## src/core/tsp_pkg.sv

```systemverilog
// Shared constants and types for the touch sensor host port.
// Assumes a single 50 MHz clock domain; the I2C pins arrive asynchronously.
package tsp_pkg;

  // Timing
  localparam int CLK_HZ = 50_000_000;
  localparam int CYC_PER_US = CLK_HZ / 1_000_000;
  localparam int ACK_NORM_US = 140;
  localparam int ACK_SAVE_US = 100;
  // Longest times round down
  localparam int ACK_NORM_CYC = ACK_NORM_US * CYC_PER_US;
  localparam int ACK_SAVE_CYC = ACK_SAVE_US * CYC_PER_US;
  localparam int NV_WRITE_US = 10_000;
  localparam int NV_WRITE_CYC_DEF = NV_WRITE_US * CYC_PER_US;
  localparam int BOOT_US = 1_000;
  localparam int BOOT_CYC_DEF = BOOT_US * CYC_PER_US;
  localparam int CNT_W = 24;

  // Command space
  localparam logic [7:0] IDX_CMD = 8'h00A0;
  localparam logic [7:0] CMD_SAVE = 8'h0001;

  // Sleep interval codes
  localparam logic [1:0] SLP_512HZ = 2'h0;
  localparam logic [1:0] SLP_64HZ = 2'h1;
  localparam logic [1:0] SLP_8HZ = 2'h2;
  localparam logic [1:0] SLP_1HZ = 2'h3;

  // Sensor data
  localparam int RAW_W = 16;
  localparam int ACC_W = RAW_W + 4;

  typedef enum logic [2:0] {
    ST_IDLE, ST_ADDR, ST_AACK, ST_WR, ST_WACK, ST_RD, ST_RACK
  } tsp_i2c_st_t;

  typedef struct packed {
    logic stb;
    logic [7:0] idx;
    logic [7:0] data;
  } tsp_wr_t;

  typedef struct packed {
    logic valid;
    logic drop;
    logic [RAW_W-1:0] data;
  } tsp_smp_t;

  typedef struct packed {
    logic [ACC_W-1:0] acc;
    logic [4:0] n;
    logic ov;
    logic [RAW_W-1:0] od;
  } tsp_avg_state_t;

  typedef struct packed {
    tsp_i2c_st_t st;
    logic [2:0] scl_s;
    logic [2:0] sda_s;
    logic scl_f;
    logic sda_f;
    logic [3:0] bits;
    logic [7:0] sh;
    logic rd;
    logic first;
    logic [7:0] idx;
    logic sda_oe;
    logic busy;
    logic [CNT_W-1:0] cnt;
    logic booted;
    tsp_wr_t wr;
    logic save_ok;
    logic save_fail;
    logic bus_act;
    logic scanning;
    logic dirty;
    logic [RAW_W-1:0] base;
    logic base_ok;
    logic touch;
  } tsp_state_t;

endpackage

```

## src/core/tsp_avg.sv

```systemverilog
// Averaging filter over 2, 4, 8 or 16 raw counts, with sample drop.
// Assumes samples and controls come from logic on the same clock.
module tsp_avg import tsp_pkg::*; (
  // Clock and reset
  input wire logic clk_in,
  input wire logic rst_n_in,
  // Control
  input wire logic en_in,
  input wire logic [1:0] sel_in,
  // Samples
  input tsp_smp_t smp_in,
  output logic valid_out,
  output logic [RAW_W-1:0] data_out
);

  tsp_avg_state_t q, d;
  logic [4:0] last_n;
  logic take;

  assign last_n = 5'((2 << sel_in) - 1);
  assign take = smp_in.valid & ~smp_in.drop;

  always_comb begin
    d = q;
    d.ov = 1'b0;
    if (take) begin
      if (!en_in) begin
        d.ov = 1'b1;
        d.od = smp_in.data;
        d.acc = '0;
        d.n = '0;
      end else if (q.n == last_n) begin
        // Power-of-two length, so a shift divides
        d.ov = 1'b1;
        d.od = RAW_W'((q.acc + ACC_W'(smp_in.data)) >> (3'(sel_in) + 3'd1));
        d.acc = '0;
        d.n = '0;
      end else begin
        d.acc = q.acc + ACC_W'(smp_in.data);
        d.n = q.n + 5'd1;
      end
    end
  end

  always_ff @(posedge clk_in or negedge rst_n_in) begin
    if (!rst_n_in) begin
      q <= '0;
    end else begin
      q <= d;
    end
  end

  assign valid_out = q.ov;
  assign data_out = q.od;

  AST_AVG_COUNT: assert property (@(posedge clk_in) disable iff (!rst_n_in)
    (en_in && take && q.n == last_n) |=> q.ov && q.n == 5'd0)
    else $error("average not emitted after the selected sample count");
  AST_AVG_SMOOTH: assert property (@(posedge clk_in) disable iff (!rst_n_in)
    (en_in && $stable(sel_in) && take && q.n != last_n) |=> !q.ov)
    else $error("filtered count emitted before the window was full");

endmodule

```

## src/core/tsp_host_port.sv

```systemverilog
// Host port of a capacitive touch controller: I2C slave, store sequencing,
// sample filters and baseline tracking. Assumes an external pull-up on SDA
// and a sensing core that supplies scan start pulses and raw counts.
module tsp_host_port import tsp_pkg::*; #(
  parameter int NV_WRITE_CYC = NV_WRITE_CYC_DEF,
  parameter int BOOT_CYC = BOOT_CYC_DEF
) (
  // Clock and reset
  input wire logic clk_in,
  input wire logic rst_n_in,
  // I2C pins
  input wire logic scl_in,
  input wire logic sda_in,
  output logic sda_out,
  output logic sda_oe_out,
  // Configuration
  input wire logic [6:0] addr_in,
  input wire logic [1:0] sleep_sel_in,
  input wire logic avg_en_in,
  input wire logic [1:0] avg_sel_in,
  input wire logic drop_en_in,
  input wire logic [RAW_W-1:0] thresh_in,
  input wire logic [RAW_W-1:0] nominal_in,
  // Register space outside the port
  output tsp_wr_t wr_out,
  output logic [7:0] rd_idx_out,
  input wire logic [7:0] rd_data_in,
  // Status
  output logic booted_out,
  output logic busy_out,
  output logic save_ok_out,
  output logic save_fail_out,
  // Sensing core
  input wire logic scan_start_in,
  input wire logic raw_valid_in,
  input wire logic [RAW_W-1:0] raw_in,
  output logic count_valid_out,
  output logic [RAW_W-1:0] count_out,
  output logic [RAW_W-1:0] baseline_out,
  output logic touch_out
);

  if (NV_WRITE_CYC < 1 || NV_WRITE_CYC >= (1 << CNT_W) ||
      BOOT_CYC < 1 || BOOT_CYC >= (1 << CNT_W)) begin : g_chk
    $error("tsp_host_port: count parameter out of range");
  end

  ////////////////////////////////////////////////////////////////////////////
  // State

  tsp_state_t q, d;
  tsp_smp_t smp;
  logic scl_rise, scl_fall, start_c, stop_c, slow_sleep;
  logic avg_valid;
  logic [RAW_W-1:0] avg_data;

  // Store only survives the slow sleep intervals
  assign slow_sleep = (sleep_sel_in == SLP_8HZ) || (sleep_sel_in == SLP_1HZ);

  always_comb begin
    d = q;
    d.wr.stb = 1'b0;
    d.save_ok = 1'b0;
    d.save_fail = 1'b0;
    // Third stage agreeing with second counts as a change
    d.scl_s = {q.scl_s[1:0], scl_in};
    d.sda_s = {q.sda_s[1:0], sda_in};
    if (q.scl_s[2] == q.scl_s[1]) begin
      d.scl_f = q.scl_s[1];
    end
    if (q.sda_s[2] == q.sda_s[1]) begin
      d.sda_f = q.sda_s[1];
    end
    scl_rise = d.scl_f & ~q.scl_f;
    scl_fall = ~d.scl_f & q.scl_f;
    start_c = q.scl_f & d.scl_f & q.sda_f & ~d.sda_f;
    stop_c = q.scl_f & d.scl_f & ~q.sda_f & d.sda_f;

    // Boot, then store timing; one counter serves both
    if (!q.booted) begin
      d.cnt = q.cnt + 1'b1;
      if (q.cnt == CNT_W'(BOOT_CYC - 1)) begin
        d.booted = 1'b1;
        d.cnt = '0;
      end
    end else if (q.busy) begin
      d.cnt = q.cnt + 1'b1;
      if (q.cnt == CNT_W'(NV_WRITE_CYC - 1)) begin
        d.busy = 1'b0;
        d.save_ok = 1'b1;
        d.cnt = '0;
      end
    end

    // Bus is ignored until boot ends, so no stray address match
    if (!q.booted) begin
      d.st = ST_IDLE;
      d.sda_oe = 1'b0;
    end else if (start_c) begin
      d.st = ST_ADDR;
      d.bits = '0;
      d.sda_oe = 1'b0;
      d.bus_act = 1'b1;
    end else if (stop_c) begin
      d.st = ST_IDLE;
      d.sda_oe = 1'b0;
      d.bus_act = 1'b0;
    end else begin
      unique case (q.st)
        ST_IDLE: begin
        end
        ST_ADDR, ST_WR: begin
          if (scl_rise) begin
            d.sh = {q.sh[6:0], q.sda_f};
            d.bits = q.bits + 4'd1;
          end else if (scl_fall && q.bits == 4'd8) begin
            d.bits = '0;
            if (q.st == ST_ADDR) begin
              // Address NACKed while the store runs
              if (q.sh[7:1] == addr_in && !q.busy) begin
                d.sda_oe = 1'b1;
                d.rd = q.sh[0];
                d.first = 1'b1;
                d.st = ST_AACK;
              end else begin
                d.st = ST_IDLE;
              end
            end else begin
              d.sda_oe = 1'b1;
              d.st = ST_WACK;
              if (q.first) begin
                d.idx = q.sh;
                d.first = 1'b0;
              end else if (q.idx == IDX_CMD && q.sh == CMD_SAVE) begin
                if (slow_sleep) begin
                  d.busy = 1'b1;
                  d.cnt = '0;
                end else begin
                  d.save_fail = 1'b1;
                end
              end else if (!q.busy) begin
                d.wr.stb = 1'b1;
                d.wr.idx = q.idx;
                d.wr.data = q.sh;
                d.idx = q.idx + 8'd1;
              end
            end
          end
        end
        ST_AACK, ST_WACK: begin
          if (scl_fall) begin
            d.bits = '0;
            if (q.rd) begin
              d.sh = rd_data_in;
              d.sda_oe = ~rd_data_in[7];
              d.st = ST_RD;
            end else begin
              d.sda_oe = 1'b0;
              d.st = ST_WR;
            end
          end
        end
        ST_RD: begin
          if (scl_fall) begin
            d.bits = q.bits + 4'd1;
            if (q.bits == 4'd7) begin
              d.sda_oe = 1'b0;
              d.st = ST_RACK;
            end else begin
              d.sh = {q.sh[6:0], 1'b0};
              d.sda_oe = ~q.sh[6];
            end
          end
        end
        ST_RACK: begin
          if (scl_rise) begin
            if (q.sda_f) begin
              d.st = ST_IDLE;
            end else begin
              d.idx = q.idx + 8'd1;
            end
          end else if (scl_fall) begin
            d.bits = '0;
            d.sh = rd_data_in;
            d.sda_oe = ~rd_data_in[7];
            d.st = ST_RD;
          end
        end
      endcase
    end

    // Scan overlapped by bus traffic is marked for dropping; a new scan wins
    if (raw_valid_in) begin
      d.scanning = 1'b0;
      d.dirty = 1'b0;
    end
    if (scan_start_in) begin
      d.scanning = 1'b1;
      d.dirty = q.bus_act | start_c;
    end else if (q.scanning && !raw_valid_in && (q.bus_act || start_c)) begin
      d.dirty = 1'b1;
    end

    // Baseline: seeded from the nominal count when averaging, held while touched
    if (avg_valid) begin
      if (!q.base_ok) begin
        d.base_ok = 1'b1;
        d.base = avg_en_in ? nominal_in : avg_data;
        d.touch = avg_en_in && ({1'b0, avg_data} > {1'b0, nominal_in} + {1'b0, thresh_in});
      end else begin
        d.touch = {1'b0, avg_data} > {1'b0, q.base} + {1'b0, thresh_in};
        if (!d.touch) begin
          d.base = RAW_W'((ACC_W'(q.base) * 3 + ACC_W'(avg_data)) >> 2);
        end
      end
    end
  end

  always_ff @(posedge clk_in or negedge rst_n_in) begin
    if (!rst_n_in) begin
      q <= '0;
      q.st <= ST_IDLE;
      q.scl_s <= 3'h7;
      q.sda_s <= 3'h7;
      q.scl_f <= 1'b1;
      q.sda_f <= 1'b1;
    end else begin
      q <= d;
    end
  end

  ////////////////////////////////////////////////////////////////////////////
  // Filter

  assign smp = '{valid: raw_valid_in,
                 drop: drop_en_in & (q.dirty | (q.scanning & q.bus_act)),
                 data: raw_in};

  tsp_avg u_avg (
    .clk_in(clk_in),
    .rst_n_in(rst_n_in),
    .en_in(avg_en_in),
    .sel_in(avg_sel_in),
    .smp_in(smp),
    .valid_out(avg_valid),
    .data_out(avg_data)
  );

  ////////////////////////////////////////////////////////////////////////////
  // Outputs

  assign sda_out = 1'b0;
  assign sda_oe_out = q.sda_oe;
  assign wr_out = q.wr;
  assign rd_idx_out = q.idx;
  assign booted_out = q.booted;
  assign busy_out = q.busy;
  assign save_ok_out = q.save_ok;
  assign save_fail_out = q.save_fail;
  assign count_valid_out = avg_valid;
  assign count_out = avg_data;
  assign baseline_out = q.base;
  assign touch_out = q.touch;

  ////////////////////////////////////////////////////////////////////////////
  // Checks

  // Cycles from the eighth clock edge of a byte to its acknowledge
  logic [CNT_W-1:0] ack_wait_q;
  always_ff @(posedge clk_in or negedge rst_n_in) begin
    if (!rst_n_in) begin
      ack_wait_q <= '0;
    end else if ((q.st == ST_ADDR || q.st == ST_WR) && q.bits == 4'd8) begin
      ack_wait_q <= ack_wait_q + 1'b1;
    end else begin
      ack_wait_q <= '0;
    end
  end

  AST_ACK_NORM: assert property (@(posedge clk_in) disable iff (!rst_n_in)
    $rose(q.sda_oe) && q.st != ST_RD |-> ack_wait_q <= CNT_W'(ACK_NORM_CYC))
    else $error("acknowledge later than the normal bound");
  AST_ACK_SAVE: assert property (@(posedge clk_in) disable iff (!rst_n_in)
    $rose(q.busy) |-> q.sda_oe && q.st == ST_WACK && ack_wait_q <= CNT_W'(ACK_SAVE_CYC))
    else $error("store command not acknowledged in time");
  AST_REFUSE: assert property (@(posedge clk_in) disable iff (!rst_n_in)
    q.busy |-> q.st != ST_AACK && !q.wr.stb)
    else $error("host access taken while store runs");
  AST_STORE_END: assert property (@(posedge clk_in) disable iff (!rst_n_in)
    $fell(q.busy) |-> q.save_ok && $past(q.cnt) == CNT_W'(NV_WRITE_CYC - 1))
    else $error("store ended at the wrong count");
  AST_SAVE_FAST: assert property (@(posedge clk_in) disable iff (!rst_n_in)
    q.save_fail |-> !q.busy && !$past(slow_sleep))
    else $error("store failure flagged with a slow sleep interval");
  AST_DROP: assert property (@(posedge clk_in) disable iff (!rst_n_in)
    raw_valid_in && drop_en_in && q.dirty |=> !avg_valid)
    else $error("sample from a disturbed scan reached the filter output");
  AST_BOOT_QUIET: assert property (@(posedge clk_in) disable iff (!rst_n_in)
    !q.booted |-> !q.sda_oe && q.st == ST_IDLE)
    else $error("bus driven before boot finished");
  AST_BASE_HOLD: assert property (@(posedge clk_in) disable iff (!rst_n_in)
    q.touch && q.base_ok && avg_valid &&
    {1'b0, avg_data} > {1'b0, q.base} + {1'b0, thresh_in} |=> $stable(q.base))
    else $error("baseline moved while touched");

  COV_SAVE: cover property (@(posedge clk_in) disable iff (!rst_n_in) $rose(q.busy));
  COV_READ: cover property (@(posedge clk_in) disable iff (!rst_n_in)
    q.st == ST_RACK ##1 q.st == ST_RD);
  COV_DROP: cover property (@(posedge clk_in) disable iff (!rst_n_in) raw_valid_in && smp.drop);
  COV_STUCK: cover property (@(posedge clk_in) disable iff (!rst_n_in)
    avg_en_in && $rose(q.base_ok) ##1 q.touch);

endmodule

```

## config.mk

```make
export PLATFORM = sky130hd
export DESIGN_NAME = tsp_host_port
export DESIGN_NICKNAME = d
export VERILOG_FILES = /design/src/core/tsp_pkg.sv /design/src/core/tsp_avg.sv /design/src/core/tsp_host_port.sv
export SDC_FILE = /design/constraint.sdc
export NUM_CORES = 1
export LEC_CHECK = 0
export ABC_AREA = 1
export ABC_CLOCK_PERIOD_IN_PS = 5800
export BUFFER_PORTS_ARGS = -buffer_cell sky130_fd_sc_hd__buf_4
export CAP_MARGIN = 20
export CORE_MARGIN = 8
export CORE_UTILIZATION = 60
export CTS_BUF_LIST = sky130_fd_sc_hd__clkbuf_4
export CTS_CLUSTER_SIZE = 14
export DETAILED_ROUTE_END_ITERATION = 6
export GPL_TIMING_DRIVEN = 0
export MAX_ROUTING_LAYER = met4
export PLACE_DENSITY = 0.81
export SETUP_SLACK_MARGIN = 0.4
export SKIP_CTS_REPAIR_TIMING = 1
export SYNTH_ARGS = -nofsm -noshare
export SYNTH_HDL_FRONTEND = slang
export SYNTH_HIERARCHICAL = 1
export SYNTH_SLANG_ARGS = --single-unit
```

## constraint.sdc

```tcl
create_clock -name clk_in -period 5.8 [get_ports clk_in]
set_input_delay 0.29 -clock clk_in [delete_from_list [all_inputs] [get_ports clk_in]]
set_output_delay 0.29 -clock clk_in [all_outputs]
set_load 0.05 [all_outputs]
```

==> results.py <==
metrics = {
    "power": {
        "power_frac_clock_pct": 11.7,
        "ir_drop_uv": 247.8,
        "combPwrFrac_pct": 66.9,
        "seqPwrFrac_pct": 21.3,
        "internal-power_w": 0.002954,
        "p_leak_nw": 7.267,
        "cellPowerDensity_mw_per_mm2": 428.5,
        "switching_share_pct": 52.31,
        "switchingPower_w": 0.003240,
    },
    "sta": {
        "worst_slew_pin_slew_ps": 666.9,
        "finalClockSkew_ps": 37.49,
        "hold_viol": 0,
        "setup_viol": 0,
        "max_slew_margin_pct": 55.54,
        "finalSetupTns_ps": 0,
        "grt_setup_unrepaired": "false",
        "timing.fmax_ghz": 0.2457,
        "finalCritPeriodShare_pct": 70.18,
        "finalMaxSlewViolations": 0,
        "period_minus_slack_ps": 4071,
    },
    "setup_path": {
        "r2r_start": "baseline_out[0]",
        "rrSetupSlack_ps": 1730,
        "reg2regPathDepth": 27,
        "max_stage_delay_ps": 500,
        "crit_buf_inv": 1,
        "cp-end-kind": "register",
        "cpMostUsedCell": "nand2_1",
        "critPathTopFamily": "simple AND/OR/NAND/NOR gates",
        "arrival_ps": 4520,
        "r2r-end": "baseline_out[13]",
        "worst_setup_path_start_kind": "register",
        "worst-path-max-fanout": 10,
        "crit_type": "register to register",
        "required_ps": 6250,
        "cp_slowest_cell": "dfrtp_1",
    },
    "placement": {
        "port_buffers": 135,
        "place_hpwl_mm": 29.91,
        "gp_congestion": 0.9742,
    },
    "global_routing": {
        "grt_max_degree": 75,
        "antenna_found_initial": 1,
        "gr-usage-all-layers_pct": 29.35,
        "grt_pass1_wl_mm": 61.00,
        "grt_pass1_vias": 12540,
        "grt_overflow": 0,
    },
    "cells_and_area": {
        "area_growth_pct": 13.92,
        "nets": 2132,
        "final_common_cell": "nand2_1",
        "drive_above_1_share_pct": 16.00,
        "final_cell_mix": "nand2_1, buf_4, nand3_1",
        "final_util_pct": 69.21,
    },
    "clock_network": {
        "htreeDepth": 4,
        "clockRootBuffer": "clkbuf_4",
        "cts_tree": "done",
        "insertion_delay_ps": 580,
        "numCtsBuffers": 17,
        "path_clk_slew_ps": 150,
        "ctsLongestPathBuffers": 2,
        "clkSinkCount": 142,
    },
    "die": {
        "fp.dieW_um": 161.4,
        "rows": 53,
        "die_y_um": 161.4,
        "core_mm2": 0.02089,
        "initial_utilization_pct": 60.75,
        "io_pins": 140,
        "die_area_mm2": 0.02606,
    },
    "synth": {
        "synthArstFlopShare_pct": 100.0,
        "ys_ff_latch": 142,
        "synthFlopType": "dfrtp_1",
        "yosysTopAreaCell": "dfrtp_1",
        "synth_cells": 1777,
        "synth_area_mm2": 0.01269,
        "synth_nets": 1972,
        "synth_edf_count": 0,
        "ys_types": 60,
        "synth.area.top_cells": "dfrtp_1, nand2_1, ha_1",
        "seq_area_frac_synth_pct": 28.08,
        "ys_warn_count": 6,
        "syn_avg_cell_area_um2": 7.141,
        "synth.top_cell.area_share_pct": 26.42,
    },
    "worst_hold_path": {
        "hold_path.class": "primary input to register",
        "holdCritStartpoint": "raw_in[0]",
        "hold_path_end": "u_avg/data_out[0]",
        "min_path_cells": 3,
    },
    "routing": {
        "drt-wirelength-per-cell_um": 16.70,
        "drc": 0,
        "routed_via_density": 5.724,
        "ant_nets": 0,
        "drt_pass1_iterations": 6,
        "detail_route.wirelength_mm": 37.17,
        "routed-via-count": 12740,
        "drtIter0Drc": 1012,
    },
    "status": {
        "status": "finished clean",
    },
    "flow_run": {
        "max_cap_viol_count": 0,
    },
}
==> final cells by class <==
type	instances	area, um^2
antenna	1	2.502
clock inverter	15	197.7
clock buffer	17	127.6
sequential	142	3563
timing repair buffer	141	1095
fill	1917	6432
multi-input combinational	1360	7810
buffer	101	660.6
inverter	174	655.6
tap	275	344.1
==> cells in the mapped netlist, drive strengths merged, types with 6 or more instances <==
master / n
or2: 7
a21oi: 133
a32o: 8
nand3: 183
clkbuf: 20
dfrtp: 134
a21boi: 6
inv: 174
nor4: 10
nand2: 425
nand3b: 11
o21ai: 128
ha: 101
buf: 81
o22ai: 13
nand4: 31
xnor2: 22
xor2: 39
nor2: 167
dfstp: 8
fa: 19
nor3: 20
==> power groups by stage <==
stage,clock [W],combinational (W),sequential (W)
final,0.000727,0.00415,0.00132
after global routing,0.000777,0.00465,0.00134
after CTS,0.000741,0.00409,0.00132
after detailed placement,0,0.00406,0.00134
after global placement,0,0.00399,0.00133
after floorplan,0,0.00310,0.00128
==> registers in the layout, indices dropped and copies added, names as in the netlist <==
name / count
q: 49
u_avg/q: 25
wr_out: 17
baseline_out: 16
u_avg/data_out: 16
rd_idx_out: 8
d: 4
booted_out: 1
busy_out: 1
save_fail_out: 1
save_ok_out: 1
sda_oe_out: 1
touch_out: 1
u_avg/valid_out: 1
==> worst max path at each step <==
stage	start	to	slack, ps	cells past startpoint
3_5_place_dp	baseline_out[0]	baseline_out[14]	1840	27
4_1_cts	baseline_out[0]	baseline_out[13]	1790	27
3_3_place_gp	baseline_out[0]	baseline_out[9]	1930	27
6_report	baseline_out[0]	baseline_out[13]	1730	27
5_1_grt	baseline_out[0]	baseline_out[5]	1440	27
2_1_floorplan	baseline_out[0]	baseline_out[10]	2540	27
==> stage by stage <==
step           instances  hold slack, ps  power, W  cell area [um^2]  setup slack (ps)
4_1_cts             2220          -315.3  0.006144             14400              1791
2_1_floorplan       1777          -5.591  0.004377             12690              2537
6_report            2226           18.11  0.006194             14460              1729
3_5_place_dp        2188           331.6  0.005395             14080              1843
5_1_grt             2226           2.702  0.006767             14460              1442
3_3_place_gp        2187           346.0  0.005315             14050              1926
==> routing by layer <==
metal	share of wire, %	vias up	routed length, um	GRT usage, %
li1	-	6222	-	-
met1	44	5940	16230	36.40
met2	47	497	17580	48.05
met3	6.5	83	2412	5.090
met4	2.6	0	951	9.554
met5	0	-	0	-
==> cells by family (layout without fill, tap and decap cells) <==
group	Yosys count	after routing	share of synthesized area, %
AOI/OAI and AO/OA	314	314	13.85
adders and majority gates	120	120	12.96
buffers and inverters	275	448	10.37
xor gates and xnor gates	61	61	4.210
other	1	2	0.02955
and+or+nand+nor	859	859	30.10
DFF	142	142	28.08
muxes	5	5	0.3944
==> worst min-delay path, stage by stage <==
cell,delay (ps)
buf_4,90
a21oi_1,60
a21oi_1,110
Note: power is estimated with default switching activity, not from simulation.
